`src/hw/pssc_defines.svh`:
```
// Register offsets, field positions, reset values and decode figures of the
// pin-strap switch configuration block.
// Assumes inclusion by bare name from the design files.
`ifndef PSSC_DEFINES_SVH
`define PSSC_DEFINES_SVH

// Byte offsets on the register bus
`define PSSC_OFF_STATUS 8'h00
`define PSSC_OFF_HS_CTRL 8'h04
`define PSSC_OFF_AUX_CTRL 8'h08
`define PSSC_OFF_RX_TERM 8'h0c
`define PSSC_OFF_RX_PULSE 8'h10
`define PSSC_OFF_RX_EQ 8'h14
`define PSSC_OFF_TX 8'h18

// Field positions
`define PSSC_POS_ENABLE 6
`define PSSC_POS_PE 2
`define PSSC_POS_OTO 1
`define PSSC_POS_OCL 0
`define PSSC_POS_PINS 8

// Reset values of the software copies
`define PSSC_RST_HS_EN 1'b0
`define PSSC_RST_SEL 2'h0
`define PSSC_RST_AUX_EN 1'b1
`define PSSC_RST_IN_TERM 4'hf
`define PSSC_RST_PULSE 4'h0
`define PSSC_RST_EQ 4'hf
`define PSSC_RST_PE 2'h0
`define PSSC_RST_OTO 1'b0
`define PSSC_RST_OCL 1'b0

// Decoded levels
`define PSSC_EQ_LOW_DB 4'h6
`define PSSC_EQ_HIGH_DB 4'hc
`define PSSC_CUR_LOW_MA 5'h0a
`define PSSC_CUR_HIGH_MA 5'h14

`endif

```
`src/hw/pssc_pkg.sv`:
```
// Types shared by the pin-strap switch configuration block.
// Assumes nothing beyond a SystemVerilog compiler.
package pssc_pkg;

  // Who governs the settings
  typedef enum logic {PSSC_PARALLEL, PSSC_SERIAL} pssc_mode_e;

  typedef logic [1:0] pssc_sel_t;
  typedef logic [31:0] pssc_word_t;

endpackage : pssc_pkg

```
`src/hw/pssc_top.sv`:
```
// Pin-strap configuration of a four-to-one link switch with AHB-Lite access.
// Assumes static strap pins synchronous to CLK and a single AHB-Lite master.
// Operation
// (RULE_01) Select 00..11 routes sources A..D
// (RULE_02) Auxiliary switch always on in parallel
// (RULE_03) Select routes auxiliary port to A..D
// (RULE_04) Input termination forced on in parallel
// (RULE_05) Termination pulse on switch forced off
// (RULE_06) One equalization setting for all inputs
// (RULE_07) Equalization pin: 0 low 6dB, 1 high 12dB
// (RULE_08) Pre-emphasis pins: 0, 2, 4, 6 dB
// (RULE_09) Output termination follows its pin
// (RULE_10) Drive current 10 mA or 20 mA
// (RULE_11) Board should strap high equalization
// (RULE_12) Enable pin 0 gives standby, 1 on
// (RULE_13) Pins govern until first register access
// (RULE_14) Settings track live pin levels continuously while in parallel mode
//
// Added by the designer: the AHB-Lite interface to the registers and the address map.
`timescale 1ns/1ps
`default_nettype none
`include "pssc_defines.svh"
module pssc_top #(
  parameter int SEL_W = 2
) (
  input wire logic CLK,
  input wire logic NRST,
  input wire logic HSEL,
  input wire logic [31:0] HADDR,
  input wire logic [1:0] HTRANS,
  input wire logic HWRITE,
  input wire logic [2:0] HSIZE,
  input wire logic [31:0] HWDATA,
  input wire logic HREADY,
  output logic [31:0] HRDATA,
  output logic HREADYOUT,
  output logic HRESP,
  input wire logic [SEL_W-1:0] SOURCE_SELECT_PINS,
  input wire logic EQ_LEVEL_PIN,
  input wire logic [1:0] PREEMPH_LEVEL_PINS,
  input wire logic OUT_TERM_PIN,
  input wire logic OUT_CURRENT_PIN,
  input wire logic HS_CHANNEL_ENABLE_PIN,
  output logic PARALLEL_MODE,
  output logic HS_ENABLE,
  output logic STANDBY,
  output logic [(1<<SEL_W)-1:0] HS_ROUTE,
  output logic AUX_ENABLE,
  output logic [(1<<SEL_W)-1:0] AUX_COMMON_PORT_ROUTE,
  output logic [(1<<SEL_W)-1:0] IN_TERM_EN,
  output logic [(1<<SEL_W)-1:0] IN_TERM_PULSE_EN,
  output logic [(1<<SEL_W)-1:0] EQ_HIGH,
  output logic [4*(1<<SEL_W)-1:0] EQ_DB,
  output logic [1:0] PREEMPH_LEVEL,
  output logic [2:0] PREEMPH_DB,
  output logic OUT_TERM_EN,
  output logic TX_CURRENT_LEVEL,
  output logic [4:0] TX_CURRENT_MA
);

  localparam int SRC_N = 1 << SEL_W;

  pssc_pkg::pssc_mode_e mode, next_mode;
  logic reg_hs_en, next_reg_hs_en;
  pssc_pkg::pssc_sel_t reg_hs_sel, next_reg_hs_sel;
  logic reg_aux_en, next_reg_aux_en;
  pssc_pkg::pssc_sel_t reg_aux_sel, next_reg_aux_sel;
  logic [SRC_N-1:0] reg_in_term, next_reg_in_term;
  logic [SRC_N-1:0] reg_pulse, next_reg_pulse;
  logic [SRC_N-1:0] reg_eq, next_reg_eq;
  logic [1:0] reg_pe, next_reg_pe;
  logic reg_oto, next_reg_oto;
  logic reg_ocl, next_reg_ocl;
  logic wr_pend, next_wr_pend;
  logic [7:0] wr_addr, next_wr_addr;
  pssc_pkg::pssc_word_t rdata, next_rdata;
  logic access;
  logic [7:0] pin_word;

  // Effective settings feeding the output stage
  logic eff_hs_en, eff_aux_en, eff_oto, eff_ocl;
  logic [SEL_W-1:0] eff_hs_sel, eff_aux_sel;
  logic [SRC_N-1:0] eff_in_term, eff_pulse, eff_eq;
  logic [1:0] eff_pe;
  logic [SRC_N-1:0] hs_hot, aux_hot;

  // Zero-wait slave; every transfer answers OKAY
  assign HREADYOUT = 1'b1;
  assign HRESP = 1'b0;
  assign HRDATA = rdata;
  assign access = HSEL && HTRANS[1] && HREADY;
  assign pin_word = {1'b0, HS_CHANNEL_ENABLE_PIN, OUT_CURRENT_PIN, OUT_TERM_PIN,
                     PREEMPH_LEVEL_PINS, EQ_LEVEL_PIN, SOURCE_SELECT_PINS[0]};

  // Mode, software copies and bus phase
  always_comb
  begin
    next_mode = mode;
    next_reg_hs_en = reg_hs_en;
    next_reg_hs_sel = reg_hs_sel;
    next_reg_aux_en = reg_aux_en;
    next_reg_aux_sel = reg_aux_sel;
    next_reg_in_term = reg_in_term;
    next_reg_pulse = reg_pulse;
    next_reg_eq = reg_eq;
    next_reg_pe = reg_pe;
    next_reg_oto = reg_oto;
    next_reg_ocl = reg_ocl;
    next_wr_pend = access && HWRITE;
    next_wr_addr = HADDR[7:0];
    next_rdata = '0;
    // First access hands control to software, seeded from the live straps and the forced parallel values
    if (mode == pssc_pkg::PSSC_PARALLEL && access) // RULE_13
    begin
      next_mode = pssc_pkg::PSSC_SERIAL;
      next_reg_hs_en = HS_CHANNEL_ENABLE_PIN;
      next_reg_hs_sel = SOURCE_SELECT_PINS;
      next_reg_aux_en = 1'b1;
      next_reg_aux_sel = SOURCE_SELECT_PINS;
      next_reg_in_term = '1;
      next_reg_pulse = '0;
      next_reg_eq = {SRC_N{EQ_LEVEL_PIN}};
      next_reg_pe = PREEMPH_LEVEL_PINS;
      next_reg_oto = OUT_TERM_PIN;
      next_reg_ocl = OUT_CURRENT_PIN;
    end
    // Write data phase; unmapped offsets are ignored
    if (wr_pend)
    begin
      case (wr_addr)
        `PSSC_OFF_HS_CTRL:
        begin
          next_reg_hs_en = HWDATA[`PSSC_POS_ENABLE];
          next_reg_hs_sel = HWDATA[1:0];
        end
        `PSSC_OFF_AUX_CTRL:
        begin
          next_reg_aux_en = HWDATA[`PSSC_POS_ENABLE];
          next_reg_aux_sel = HWDATA[1:0];
        end
        `PSSC_OFF_RX_TERM: next_reg_in_term = HWDATA[SRC_N-1:0];
        `PSSC_OFF_RX_PULSE: next_reg_pulse = HWDATA[SRC_N-1:0];
        `PSSC_OFF_RX_EQ: next_reg_eq = HWDATA[SRC_N-1:0];
        `PSSC_OFF_TX:
        begin
          next_reg_pe = HWDATA[`PSSC_POS_PE+1:`PSSC_POS_PE];
          next_reg_oto = HWDATA[`PSSC_POS_OTO];
          next_reg_ocl = HWDATA[`PSSC_POS_OCL];
        end
        default: next_reg_hs_en = next_reg_hs_en;
      endcase
    end
    // Read from post-write values so a back-to-back read sees the write
    if (access && !HWRITE && HADDR[31:8] == 24'h000000)
    begin
      case (HADDR[7:0])
        `PSSC_OFF_STATUS:
        begin
          next_rdata[0] = (next_mode == pssc_pkg::PSSC_PARALLEL);
          next_rdata[`PSSC_POS_PINS+7:`PSSC_POS_PINS] = pin_word;
          next_rdata[`PSSC_POS_PINS+SEL_W-1:`PSSC_POS_PINS] = SOURCE_SELECT_PINS;
        end
        `PSSC_OFF_HS_CTRL:
        begin
          next_rdata[`PSSC_POS_ENABLE] = next_reg_hs_en;
          next_rdata[1:0] = next_reg_hs_sel;
        end
        `PSSC_OFF_AUX_CTRL:
        begin
          next_rdata[`PSSC_POS_ENABLE] = next_reg_aux_en;
          next_rdata[1:0] = next_reg_aux_sel;
        end
        `PSSC_OFF_RX_TERM: next_rdata[SRC_N-1:0] = next_reg_in_term;
        `PSSC_OFF_RX_PULSE: next_rdata[SRC_N-1:0] = next_reg_pulse;
        `PSSC_OFF_RX_EQ: next_rdata[SRC_N-1:0] = next_reg_eq;
        `PSSC_OFF_TX:
        begin
          next_rdata[`PSSC_POS_PE+1:`PSSC_POS_PE] = next_reg_pe;
          next_rdata[`PSSC_POS_OTO] = next_reg_oto;
          next_rdata[`PSSC_POS_OCL] = next_reg_ocl;
        end
        default: next_rdata = '0;
      endcase
    end
  end

  always_ff @(posedge CLK)
  begin
    if (!NRST)
    begin
      mode <= pssc_pkg::PSSC_PARALLEL;
      reg_hs_en <= `PSSC_RST_HS_EN;
      reg_hs_sel <= `PSSC_RST_SEL;
      reg_aux_en <= `PSSC_RST_AUX_EN;
      reg_aux_sel <= `PSSC_RST_SEL;
      reg_in_term <= `PSSC_RST_IN_TERM;
      reg_pulse <= `PSSC_RST_PULSE;
      reg_eq <= `PSSC_RST_EQ;
      reg_pe <= `PSSC_RST_PE;
      reg_oto <= `PSSC_RST_OTO;
      reg_ocl <= `PSSC_RST_OCL;
      wr_pend <= 1'b0;
      wr_addr <= 8'h00;
      rdata <= '0;
    end
    else
    begin
      mode <= next_mode;
      reg_hs_en <= next_reg_hs_en;
      reg_hs_sel <= next_reg_hs_sel;
      reg_aux_en <= next_reg_aux_en;
      reg_aux_sel <= next_reg_aux_sel;
      reg_in_term <= next_reg_in_term;
      reg_pulse <= next_reg_pulse;
      reg_eq <= next_reg_eq;
      reg_pe <= next_reg_pe;
      reg_oto <= next_reg_oto;
      reg_ocl <= next_reg_ocl;
      wr_pend <= next_wr_pend;
      wr_addr <= next_wr_addr;
      rdata <= next_rdata;
    end
  end

  // Source of each setting: live straps or forced values in parallel mode, else software copies
  always_comb
  begin
    if (mode == pssc_pkg::PSSC_PARALLEL) // RULE_14
    begin
      eff_hs_en = HS_CHANNEL_ENABLE_PIN; // RULE_12
      eff_hs_sel = SOURCE_SELECT_PINS; // RULE_01
      eff_aux_en = 1'b1; // RULE_02
      eff_aux_sel = SOURCE_SELECT_PINS; // RULE_03
      eff_in_term = '1; // RULE_04
      eff_pulse = '0; // RULE_05
      eff_eq = {SRC_N{EQ_LEVEL_PIN}}; // RULE_06
      eff_pe = PREEMPH_LEVEL_PINS; // RULE_08
      eff_oto = OUT_TERM_PIN; // RULE_09
      eff_ocl = OUT_CURRENT_PIN; // RULE_10
    end
    else
    begin
      eff_hs_en = reg_hs_en;
      eff_hs_sel = reg_hs_sel;
      eff_aux_en = reg_aux_en;
      eff_aux_sel = reg_aux_sel;
      eff_in_term = reg_in_term;
      eff_pulse = reg_pulse;
      eff_eq = reg_eq;
      eff_pe = reg_pe;
      eff_oto = reg_oto;
      eff_ocl = reg_ocl;
    end
  end

  // Standby leaves every high-speed path dark
  pssc_onehot #(.SEL_W(SEL_W)) u_hs_route (
    .sel(eff_hs_sel),
    .en(eff_hs_en),
    .hot(hs_hot)
  );

  pssc_onehot #(.SEL_W(SEL_W)) u_aux_route (
    .sel(eff_aux_sel),
    .en(eff_aux_en),
    .hot(aux_hot)
  );

  // Registered outputs, one cycle behind the pins, keep glitches off the analog side
  always_ff @(posedge CLK)
  begin
    if (!NRST)
    begin
      PARALLEL_MODE <= 1'b1;
      HS_ENABLE <= 1'b0;
      STANDBY <= 1'b1;
      HS_ROUTE <= '0;
      AUX_ENABLE <= 1'b1;
      AUX_COMMON_PORT_ROUTE <= '0;
      IN_TERM_EN <= '1;
      IN_TERM_PULSE_EN <= '0;
      EQ_HIGH <= '0;
      EQ_DB <= '0;
      PREEMPH_LEVEL <= 2'h0;
      PREEMPH_DB <= 3'h0;
      OUT_TERM_EN <= 1'b0;
      TX_CURRENT_LEVEL <= 1'b0;
      TX_CURRENT_MA <= `PSSC_CUR_LOW_MA;
    end
    else
    begin
      PARALLEL_MODE <= (mode == pssc_pkg::PSSC_PARALLEL);
      HS_ENABLE <= eff_hs_en;
      STANDBY <= !eff_hs_en; // RULE_12
      HS_ROUTE <= hs_hot; // RULE_01
      AUX_ENABLE <= eff_aux_en;
      AUX_COMMON_PORT_ROUTE <= aux_hot; // RULE_03
      IN_TERM_EN <= eff_in_term;
      IN_TERM_PULSE_EN <= eff_pulse;
      EQ_HIGH <= eff_eq;
      for (int i = 0; i < SRC_N; i++)
      begin
        EQ_DB[4*i +: 4] <= eff_eq[i] ? `PSSC_EQ_HIGH_DB : `PSSC_EQ_LOW_DB; // RULE_07
      end
      PREEMPH_LEVEL <= eff_pe;
      PREEMPH_DB <= {eff_pe, 1'b0}; // RULE_08
      OUT_TERM_EN <= eff_oto;
      TX_CURRENT_LEVEL <= eff_ocl;
      TX_CURRENT_MA <= eff_ocl ? `PSSC_CUR_HIGH_MA : `PSSC_CUR_LOW_MA; // RULE_10
    end
  end
endmodule : pssc_top
`default_nettype wire

```
`src/hw/pssc_onehot.sv`:
```
// One-hot source decoder with an enable.
// Assumes a binary select held static by its driver.
`timescale 1ns/1ps
`default_nettype none
module pssc_onehot #(
  parameter int SEL_W = 2
) (
  input wire logic [SEL_W-1:0] sel,
  input wire logic en,
  output logic [(1<<SEL_W)-1:0] hot
);

  // All paths dark when disabled, so no source leaks through
  always_comb
  begin
    hot = '0;
    if (en)
    begin
      hot[sel] = 1'b1;
    end
  end

endmodule : pssc_onehot
`default_nettype wire

```
`config.mk`:
```
export PLATFORM = sky130hd
export DESIGN_NAME = pssc_top
export DESIGN_NICKNAME = d
export VERILOG_FILES = /design/src/hw/pssc_pkg.sv /design/src/hw/pssc_top.sv /design/src/hw/pssc_onehot.sv
export VERILOG_INCLUDE_DIRS = /design/src /design/src/hw
export SDC_FILE = /design/constraint.sdc
export NUM_CORES = 1
export LEC_CHECK = 0
export ABC_AREA = 1
export BUFFER_PORTS_ARGS = -buffer_cell sky130_fd_sc_hd__buf_4
export CAP_MARGIN = 20
export CORE_MARGIN = 4
export CORE_UTILIZATION = 50
export DETAILED_ROUTE_END_ITERATION = 12
export PLACE_DENSITY = 0.95
export SLEW_MARGIN = 10
export SYNTH_ARGS = -nofsm -noshare
export SYNTH_HDL_FRONTEND = slang
export SYNTH_SLANG_ARGS = --single-unit
```
`constraint.sdc`:
```
create_clock -name CLK -period 4 [get_ports CLK]
set_input_delay 0.6 -clock CLK [delete_from_list [all_inputs] [get_ports CLK]]
set_output_delay 0.6 -clock CLK [all_outputs]
set_load 0.01 [all_outputs]
```
# Word-level counts from Yosys, hierarchy flattened
# Cells that the tools add are included.
# totals
register_bits	114
input_bits	82
elab_cells	118
# classes
magnitude_cmp	4
n_eq_ne	12
mux	52
bitwise	2
n_reduce_logical	17
# op_table
cell	count
two-way mux 4 bit	14
equality test 8 x 5 -> 1 bit, second input constant	6
equality test 8 x 4 -> 1 bit, second input constant	4
logical NOT 24 bit	1
two-way mux 2 bit	12
two-way mux 1 bit	19
equality test 8 x 3 -> 1 bit, second input constant	2
logical AND 1 bit	8
logical NOT 8 bit	1
one-hot mux 2 bit (4 select lines)	1
AND reduction 2 bit	4
one-hot mux 1 bit (7 select lines)	1
less-than comparator 2 x 3 -> 1 bit, second input constant	2
one-hot mux 1 bit (6 select lines)	1
two-way mux 5 bit	1
demux 1 bit (select 2 bit)	2
>= comparator 2 x 1 -> 1 bit, second input constant	2
AND reduction 3 bit	1
logical NOT 1 bit	2
NOT 1 bit	2
one-hot mux 1 bit (2 select lines)	1

# Longest topological paths before layout
# Gate-level depths: netlist of the first run.
# logic_depth
word_depth	7
depth_mapped	11
mapped_depth_nobuf	11

# Cells and area by module
# From an unflattened synthesis of the first run, not the netlist that was laid out.
# hier_totals
hier_cells	501
area_unflattened_um2	3557.2
# by_module_without_submodules
mod	n_inst	cells_each	area_per_inst_um2	seq_area_each_um2
pssc_top	1	485	3497.1	1561.5
pssc_onehot	2	8	30.0	0.0

# Worst setup path before layout of the first run
# Ideal clock, no wire load.
# synth_timing
path_type	input -> register
start	input port HREADY
end	register rdata[0] (netlist: HRDATA[0])
setup_time_ns	0.119
arrival_ns	1.399
required_ns	3.881
path_slack_ns	2.481
stages	10
n_path_buf	1
path_cell_list	nand3_2 nor2_4 buf_6 nand2_1 nand3_1 nand2_1 nand2_1 nand2_1 nor2_1 a21oi_1
# synth_between
elab_chain_len	6
elab_cells_between_ends	26
classes_between	20 x mux; 1 x bitwise; 5 x reduce/logical
# synth_lines
element	line	rtl
start, declared	pssc_top.sv:34	input wire logic HREADY,
logical AND 1 bit *	pssc_top.sv:91	assign access = HSEL && HTRANS[1] && HREADY;
logical AND 1 bit	pssc_top.sv:113	if (mode == pssc_pkg::PSSC_PARALLEL && access)
two-way mux 1 bit (tied with other cells)	pssc_top.sv:113	
two-way mux 1 bit (tied with other cells)	pssc_top.sv:130	case (wr_addr)
two-way mux 1 bit (tied with other cells)	pssc_top.sv:128	if (wr_pend)
one-hot mux 1 bit (7 select lines)	pssc_top.sv:156	case (HADDR[7:0])
end signal, assigned	pssc_top.sv:221	rdata <= next_rdata;
end, declared	pssc_top.sv:76	pssc_pkg::pssc_word_t rdata, next_rdata;
# Every way passes the cells marked *; elsewhere a longest branch is shown, timed or not.
# A chain may end at the register's enable or synchronous reset.

# Worst setup path after layout of the first run
# layout_timing
start	register mode
end	register rdata[3] (netlist: HRDATA[3])
# layout_between
elab_chain_len	6
elab_cells_between_ends	15
classes_between	13 x mux; 1 x bitwise; 1 x reduce/logical
# layout_lines
element	line	rtl
start, declared	pssc_top.sv:63	pssc_pkg::pssc_mode_e mode, next_mode;
start signal, assigned	pssc_top.sv:191	mode <= pssc_pkg::PSSC_PARALLEL;
start signal, assigned	pssc_top.sv:208	mode <= next_mode;
NOT 1 bit *	pssc_top.sv:113	
logical AND 1 bit *	pssc_top.sv:113	
two-way mux 2 bit or two-way mux 4 bit (tied branches)	pssc_top.sv:113	
two-way mux 2 bit or two-way mux 4 bit (tied branches)	pssc_top.sv:130	
two-way mux 2 bit or two-way mux 4 bit (tied branches)	pssc_top.sv:128	
one-hot mux 2 bit (4 select lines) *	pssc_top.sv:156	
# Marks and branches as above.

==> run metrics, run 1 <==
M2 GR Usage=0.368; Slew Viols, Final=0; period utilization=0.449; Layout Area Growth over Synthesis=24.5%; std cell rows=30; Seq cells post-synth=78; placed instance count=around 650; GRT Total Usage=0.200; final setup vio count=0; end of the worst register-to-register path=HRDATA[3]$_SDFF_PN0_; post_cts resized=0; crit-path cells=inv_4, nand2_2, o21ai_0, o21ai_1, o21ai_1, nor2_1, nor2_1; PwrDens=between 300 and 400 mW/mm^2; Post-Route WL=8280 microns; critical path class=register to register; Worst-Skew Late Latency=360 ps; DRT antenna net count=0; sequential fraction of the synthesis area=0.453; count leader, synth=nand2_1; max frequency=557 MHz; required time of the worst setup path=4250 ps; Post-synth EDFFs=0; setup_tns=0 ps; CTS sink cnt=78; Wirelength per Cell=about 13 microns; core footprint=0.00676 sq mm; post-synth top area share=0.453; critical path arrival=just over 2000 ps; status=complete, no violations; final net count=~660; DRT iter0 DRCs=between 100 and 150; max_slew headroom=0.633; H-tree Lvls=3; Hold WC Path Type=register to register; Synth Flop Type=dfxtp_1; R2R setup slack=between 2000 and 2500 ps; Cell Count, Final, Fillers Out=660; grt met1 use=0.217; Post-CTS Setup Bufs=0; layout cells sized above 1=0.253; die width=between 90 and 100 microns; vias in the first global route=2915; DRC=0; synth top area cells=dfxtp_1 45%, nand2_1 11%, buf_4 8.7%; Reg clk slew, reported paths=70 ps; Max rail drop VDD=0.000199 V; total die area=just over 0.008 sq mm; DR vias=around 3000; synth cell count leaders=99 x nand2_1, 78 x dfxtp_1, 76 x nor2_1; total congestion overflow=0; Worst Hold End=IN_TERM_PULSE_EN[3]$_SDFF_PN0_; Post-DP HPWL=6570 microns; Crit-path slowest cell=dfxtp_1; TritonCTS clock tree=built; Worst path max stage delay=670 ps; crit end category=register; worst r2r src=mode$_SDFF_PN0_; WHS Path Cells=2; initial antenna violation count=0; GPL Wtd Cong=0.912; met3 Track Usage GR=0.0588; Filler Cells Inserted=roughly 620; unrepaired setup endpoints after global routing=false; area leader, netlist=dfxtp_1; gr busiest metal=met2; Tot Pwr=1.56 mW; Yosys cell types=30; Hold Vio Cnt, Final=0; initial core utilization=0.511; # port buffers=approximately 110; die height=slightly above 90 microns; drt first pass iters=5; CP startpoint kind=register; crit path max fanout=15; Synth Cell Area=0.00345 sq mm; first-pass GRT wire length=13200 microns; leakage=2.16 nW; skew final=8.95 ps; Worst Hold Launch=reg_pulse[3]$_SDFF_PN0_; Worst Tran Pin Value=about 550 ps; io pins=168; Setup WS post-layout=2210 ps; Avg Cell Area, Syn=7.23 sq um; ys async rst share=0; Inserted Diodes=0; CTS hold repair buffers=0; Clock Tree Root=clkbuf_8; Max-Cap Viols=0; CTS max path bufs=2; CTS buffer count=9; depth of the most critical reg-to-reg path=7; Synthesis Warnings=0; Cells after Synth=477; pre-CTS setup slack=1990 ps; largest net degree at the start of global routing=26; Tmin final=~1800 ps; Vias/cell=4.60
## kinds of logic after synthesis
group                  after synthesis  share of synthesized area
AND/OR/NAND/NOR                    235                      0.294
buffers and inverters              116                      0.177
AO/OA/AOI/OAI                       46                     0.0736
other                                2                    0.00218
flip-flops                          78                      0.453
## layout make-up
type,instances,area [sq um],area share
inverters,69,262,0.0609
clock buffers,11,131,0.0306
clock inverters,4,48.8,0.0114
repair buffers,109,818,0.191
multi-input cells,309,1370,0.320
well taps,80,100,0.0233
flip-flops and latches,78,1560,0.364
## power by group
group | switching (mW) | internal [mW] | total (mW)
Clock | 0.270 | 0.284 | 0.554
Combinational | 0.107 | 0.0830 | 0.190
Sequential | 0.0139 | 0.802 | 0.816
Total | 0.391 | 1.17 | 1.56
## placed cells by master, fill, tap and decap left out, types with 4 or more instances in the layout
cell / instances
nand3_1: 31
dfxtp_1: 78
conb_1: 28
nand2_1: 99
o21ai_1: 16
buf_4: 109
inv_1: 61
nor2_1: 76
inv_2: 6
nand2_2: 6
a21oi_1: 9
o21ai_0: 13
o211ai_1: 4
clkbuf_8: 9
nor3_1: 4
## worst max-delay path: cells and delay by family, from the launching register on
kind	cells	cell delay (ps)
AO/OA/AOI/OAI	3	430
buffers and inverters	1	140
flip-flops	1	670
AND/OR/NAND/NOR	3	440
## sequential cells by signal, indices dropped and copies added, names as in the netlist, 2 cells and up
name                   flops
IN_TERM_PULSE_EN           4
HRDATA                    12
PREEMPH_DB                 2
reg_pulse                  4
TX_CURRENT_MA              2
wr_addr                    8
reg_eq                     4
reg_hs_sel                 2
EQ_HIGH                    4
reg_pe                     2
reg_in_term                4
IN_TERM_EN                 4
AUX_COMMON_PORT_ROUTE      4
HS_ROUTE                   4
reg_aux_sel                2
EQ_DB                      5
## worst max path at each step
stage	cells after the start	endpoint	startpoint
floorplan	10	HRDATA[0]$_SDFF_PN0_	HREADY
global placement	8	HRDATA[0]$_SDFF_PN0_	HADDR[7]
detailed placement	8	HRDATA[0]$_SDFF_PN0_	HADDR[7]
CTS	8	HRDATA[0]$_SDFF_PN0_	mode$_SDFF_PN0_
global route	9	HRDATA[0]$_SDFF_PN0_	mode$_SDFF_PN0_
finish	7	HRDATA[3]$_SDFF_PN0_	mode$_SDFF_PN0_
## per-stage QoR
step / instance area, sq um / utilization / hold slack (ps)
4_1_cts: 4300 / 0.636 / 428
6_report: 4300 / 0.636 / 431
5_1_grt: 4300 / 0.636 / 440
2_1_floorplan: 3550 / - / 400
3_3_place_gp: 4120 / 0.609 / 411
3_5_place_dp: 4120 / 0.609 / 415
## per-layer routing
metal,wire length [microns],vias up
met3,635,14
met4,98,0
li1,-,1597
met5,0,-
met1,3400,1325
met2,4140,101
(Power assumes the default switching activity.)
==> run 2: changes to the inputs <==
--- a/config.mk
+++ b/config.mk
@@ -6,13 +6,13 @@
 export SDC_FILE = /design/constraint.sdc
 export NUM_CORES = 1
 export LEC_CHECK = 0
-export ABC_AREA = 1
+export ABC_AREA = 0
 export BUFFER_PORTS_ARGS = -buffer_cell sky130_fd_sc_hd__buf_4
 export CAP_MARGIN = 20
 export CORE_MARGIN = 4
-export CORE_UTILIZATION = 50
+export CORE_UTILIZATION = 41
 export DETAILED_ROUTE_END_ITERATION = 12
-export PLACE_DENSITY = 0.95
+export PLACE_DENSITY = 0.84
 export SLEW_MARGIN = 10
 export SYNTH_ARGS = -nofsm -noshare
 export SYNTH_HDL_FRONTEND = slang
==> constraint.sdc (replaced) <==
create_clock -name CLK -period 1.6 [get_ports CLK]
set_input_delay 0.24 -clock CLK [delete_from_list [all_inputs] [get_ports CLK]]
set_output_delay 0.24 -clock CLK [all_outputs]
set_load 0.01 [all_outputs]
==> run 2 against run 1 <==
Effect of this change: the flow now finishes with violations (setup timing); utilization shrank 1.1 points; final area grew 19%; die area grew 19%; sequential power grew 150%; highest routed layer unchanged.
==> run metrics, run 2 <==
Clock power frac=0.324 (was 0.355); ys async rst share=0 (unchanged); final setup vio count=27 (was 0); placed inst area=0.00455 sq mm (was 0.00412 sq mm); GRT Total Usage=0.191 (was 0.200); CTS sink cnt=78 (unchanged); crit path max fanout=5 (was 15); Avg Cell Area, Syn=9.36 sq um (was 7.23 sq um); sequential fraction of the synthesis area=0.457 (was 0.453); Layout Area Growth over Synthesis=49.5% (was 24.5%); Reg clk slew, reported paths=80 ps (was 70 ps); Wirelength per Cell=15.4 microns (was 12.5 microns); most common cell after layout, fill and taps aside=buf_4 (unchanged); failing checks=setup timing; met3 Track Usage GR=0.0435 (was 0.0588); Tmin final=2030 ps (was 1790 ps); Yosys cell types=50 (was 30); DRC=0 (unchanged); core footprint=0.00818 sq mm (was 0.00676 sq mm); vias in the first global route=3046 (was 2915); Synth Cell Area=0.00342 sq mm (was 0.00345 sq mm); total congestion overflow=0 (unchanged); std cell rows=33 (was 30); area leader, netlist=dfxtp_1 (unchanged); Post-synth EDFFs=0 (unchanged); grt met1 use=0.222 (was 0.217); Post-DP HPWL=7210 microns (was 6570 microns); Setup WS post-layout=-431 ps (was 2210 ps); Synthesis Warnings=0 (unchanged); H-tree Lvls=3 (unchanged); Internal=2.85 mW (was 1.17 mW); post-synth top area share=0.457 (was 0.453); max frequency=492 MHz (was 557 MHz); Design Area, Final=0.00511 sq mm (was 0.00430 sq mm); Max rail drop VDD=0.000348 V (was 0.000199 V); Seq cells post-synth=78 (unchanged); period utilization=1.27 (was 0.449); DR vias=3101 (was 3037); initial antenna violation count=0 (unchanged); register area=0.00156 sq mm (about the same); DRT iter0 DRCs=140 (was 138); most frequent cells in the layout=155 x buf_4, 77 x dfxtp_1, 28 x conb_1 (was 109 x buf_4, 99 x nand2_1, 78 x dfxtp_1); Post-Route WL=9640 microns (was 8280 microns); final core occ=0.625 (was 0.636); Worst Tran Pin Value=462 ps (was 550 ps); layout cells sized above 1=0.487 (was 0.253); CTS buffer count=9 (unchanged); CP startpoint kind=register (unchanged); synth cell count leaders=78 x dfxtp_1, 40 x buf_4, 30 x nor2_1 (was 99 x nand2_1, 78 x dfxtp_1, 76 x nor2_1); crit end category=register (unchanged); total die area=0.00986 sq mm (was 0.00829 sq mm); GPL Wtd Cong=0.888 (was 0.912); Vias/cell=4.96 (was 4.60); combinational share of power=0.153 (was 0.122); unrepaired setup endpoints after global routing=true (was false); Inserted Diodes=0 (unchanged); Worst-Skew Late Latency=350 ps (was 360 ps); Max-Cap Viols=0 (unchanged); synth top area cells=dfxtp_1 46%, buf_4 8.8%, mux2i_1 6.7% (was dfxtp_1 45%, nand2_1 11%, buf_4 8.7%); first-pass GRT wire length=14800 microns (was 13200 microns); switch share=0.265 (was 0.250); pre-CTS setup slack=-548 ps (was 1990 ps); Hold Vio Cnt, Final=0 (unchanged); PwrDens=760 mW/mm^2 (was 363 mW/mm^2); DRT antenna net count=0 (unchanged); leakage=2.29 nW (was 2.16 nW); Cells after Synth=365 (was 477); die width=99.3 microns (was 91.1 microns); critical path arrival=2330 ps (was 2040 ps); initial core utilization=0.418 (was 0.511); Hold WC Path Type=primary input to register (was register to register); io pins=168 (unchanged); Seq pwr share=0.523 (about the same); Slew Viols, Final=0 (unchanged); max_slew headroom=0.683 (was 0.633); status=finished with violations (was complete, no violations); largest net degree at the start of global routing=29 (was 26); critical path class=register to register (unchanged); switching power=1.03 mW (was 0.391 mW); multi-input logic area=0.00185 sq mm (was 0.00137 sq mm); drt first pass iters=4 (was 5); die height=99.3 microns (was 91.1 microns); M2 GR Usage=0.332 (was 0.368); count leader, synth=dfxtp_1 (was nand2_1); CTS max path bufs=2 (unchanged); Clock Tree Root=clkbuf_8 (unchanged); # port buffers=108 (unchanged); required time of the worst setup path=1900 ps (was 4250 ps); Synth Flop Type=dfxtp_1 (unchanged); gr busiest metal=met2 (unchanged); max reg flops=12 (unchanged); TritonCTS clock tree=built (unchanged); final net count=597 (was 658); Filler Cells Inserted=701 (was 618); skew final=8.93 ps (was 8.95 ps)
==> run 2: cell types whose count changed after synthesis, moves of 8 or more <==
cell      before  now
nand2_1       99   20
inv_1         61    7
clkbuf_1       2   16
o21ai_0       13    5
a211oi_1       0    8
o21ai_1       16    2
nor2_1        76   30
and3_1         0   14
nand3_1       31    4
mux2i_1        0   23
and2_1         0   21
==> run 2: timing repair <==
action / 4_1_cts / 5_1_grt
cloned: 0 / 0
setup endpoints to repair: 27 / 28
setup buffers: 2 / 4
hold buffers: 0 / 0
pin swaps: 7 / 17
resized for setup: 18 / 57
==> run 2: kinds of logic (layout without fill, tap and decap cells) <==
family / count (synthesis) / in the layout / share of synthesized area
AND/OR/NAND/NOR: 143 / 143 / 0.239
flip-flops: 78 / 78 / 0.457
buffers and inverters: 68 / 197 / 0.123
AO/OA/AOI/OAI: 45 / 45 / 0.0916
multiplexers: 28 / 28 / 0.0839
other: 2 / 28 / 0.00220
XOR/XNOR: 1 / 1 / 0.00256
==> run 2: path summary, 6_finish.rpt <==
check,start,end,slack (ps),depth (start not counted)
setup / recovery,wr_addr[5]$_SDFF_PN0_,HRDATA[6]$_SDFF_PN0_,-430,6
setup reg to reg,wr_addr[5]$_SDFF_PN0_,HRDATA[6]$_SDFF_PN0_,-430,6
hold reg to reg,reg_in_term[3]$_SDFF_PN1_,IN_TERM_EN[3]$_SDFF_PN1_,440,1
hold / removal,NRST,EQ_DB[14]$_SDFF_PN0_,80,1
==> run 2: cell type report <==
type	instances	share of cell area
multi-input cells	245	0.362
clock inverters	6	0.00759
repair buffers	173	0.268
flip-flops and latches	78	0.306
well taps	105	0.0257
clock buffers	10	0.0250
inverters	8	0.00588
==> run 2: through the flow <==
stage | power [mW] | setup TNS [ps] | instances | hold WS [ps]
after CTS | 3.88 | -6150 | 622 | 65.7
final | 3.88 | -6960 | 625 | 80.8
after global placement | 2.60 | -6630 | 604 | 423
after global routing | 4.05 | -8310 | 625 | 56.9
after floorplan | 2.38 | -3830 | 391 | 268
after detailed placement | 2.61 | -6950 | 604 | 423
==> run 2: metal layers <==
layer	share of wire	routed length, microns
met4	0.025	245
met1	0.40	3900
met5	0	0
met2	0.51	4870
met3	0.065	627
==> run 2: power by group through the flow <==
stage	Sequential (mW)	Clock [mW]	Combinational (mW)
global placement	2.07	0	0.530
global route	2.04	1.38	0.638
floorplan	2.09	0	0.293
finish	2.03	1.26	0.593
CTS	2.03	1.29	0.553
detailed placement	2.08	0	0.537
==> run 2: worst max-delay path, stage by stage, from the launching register on <==
cell and delay [ps]:
dfxtp_2 320, or4_4 580, or3_4 430, buf_6 150
mux2i_4 180, o22ai_1 160, and3_1 160
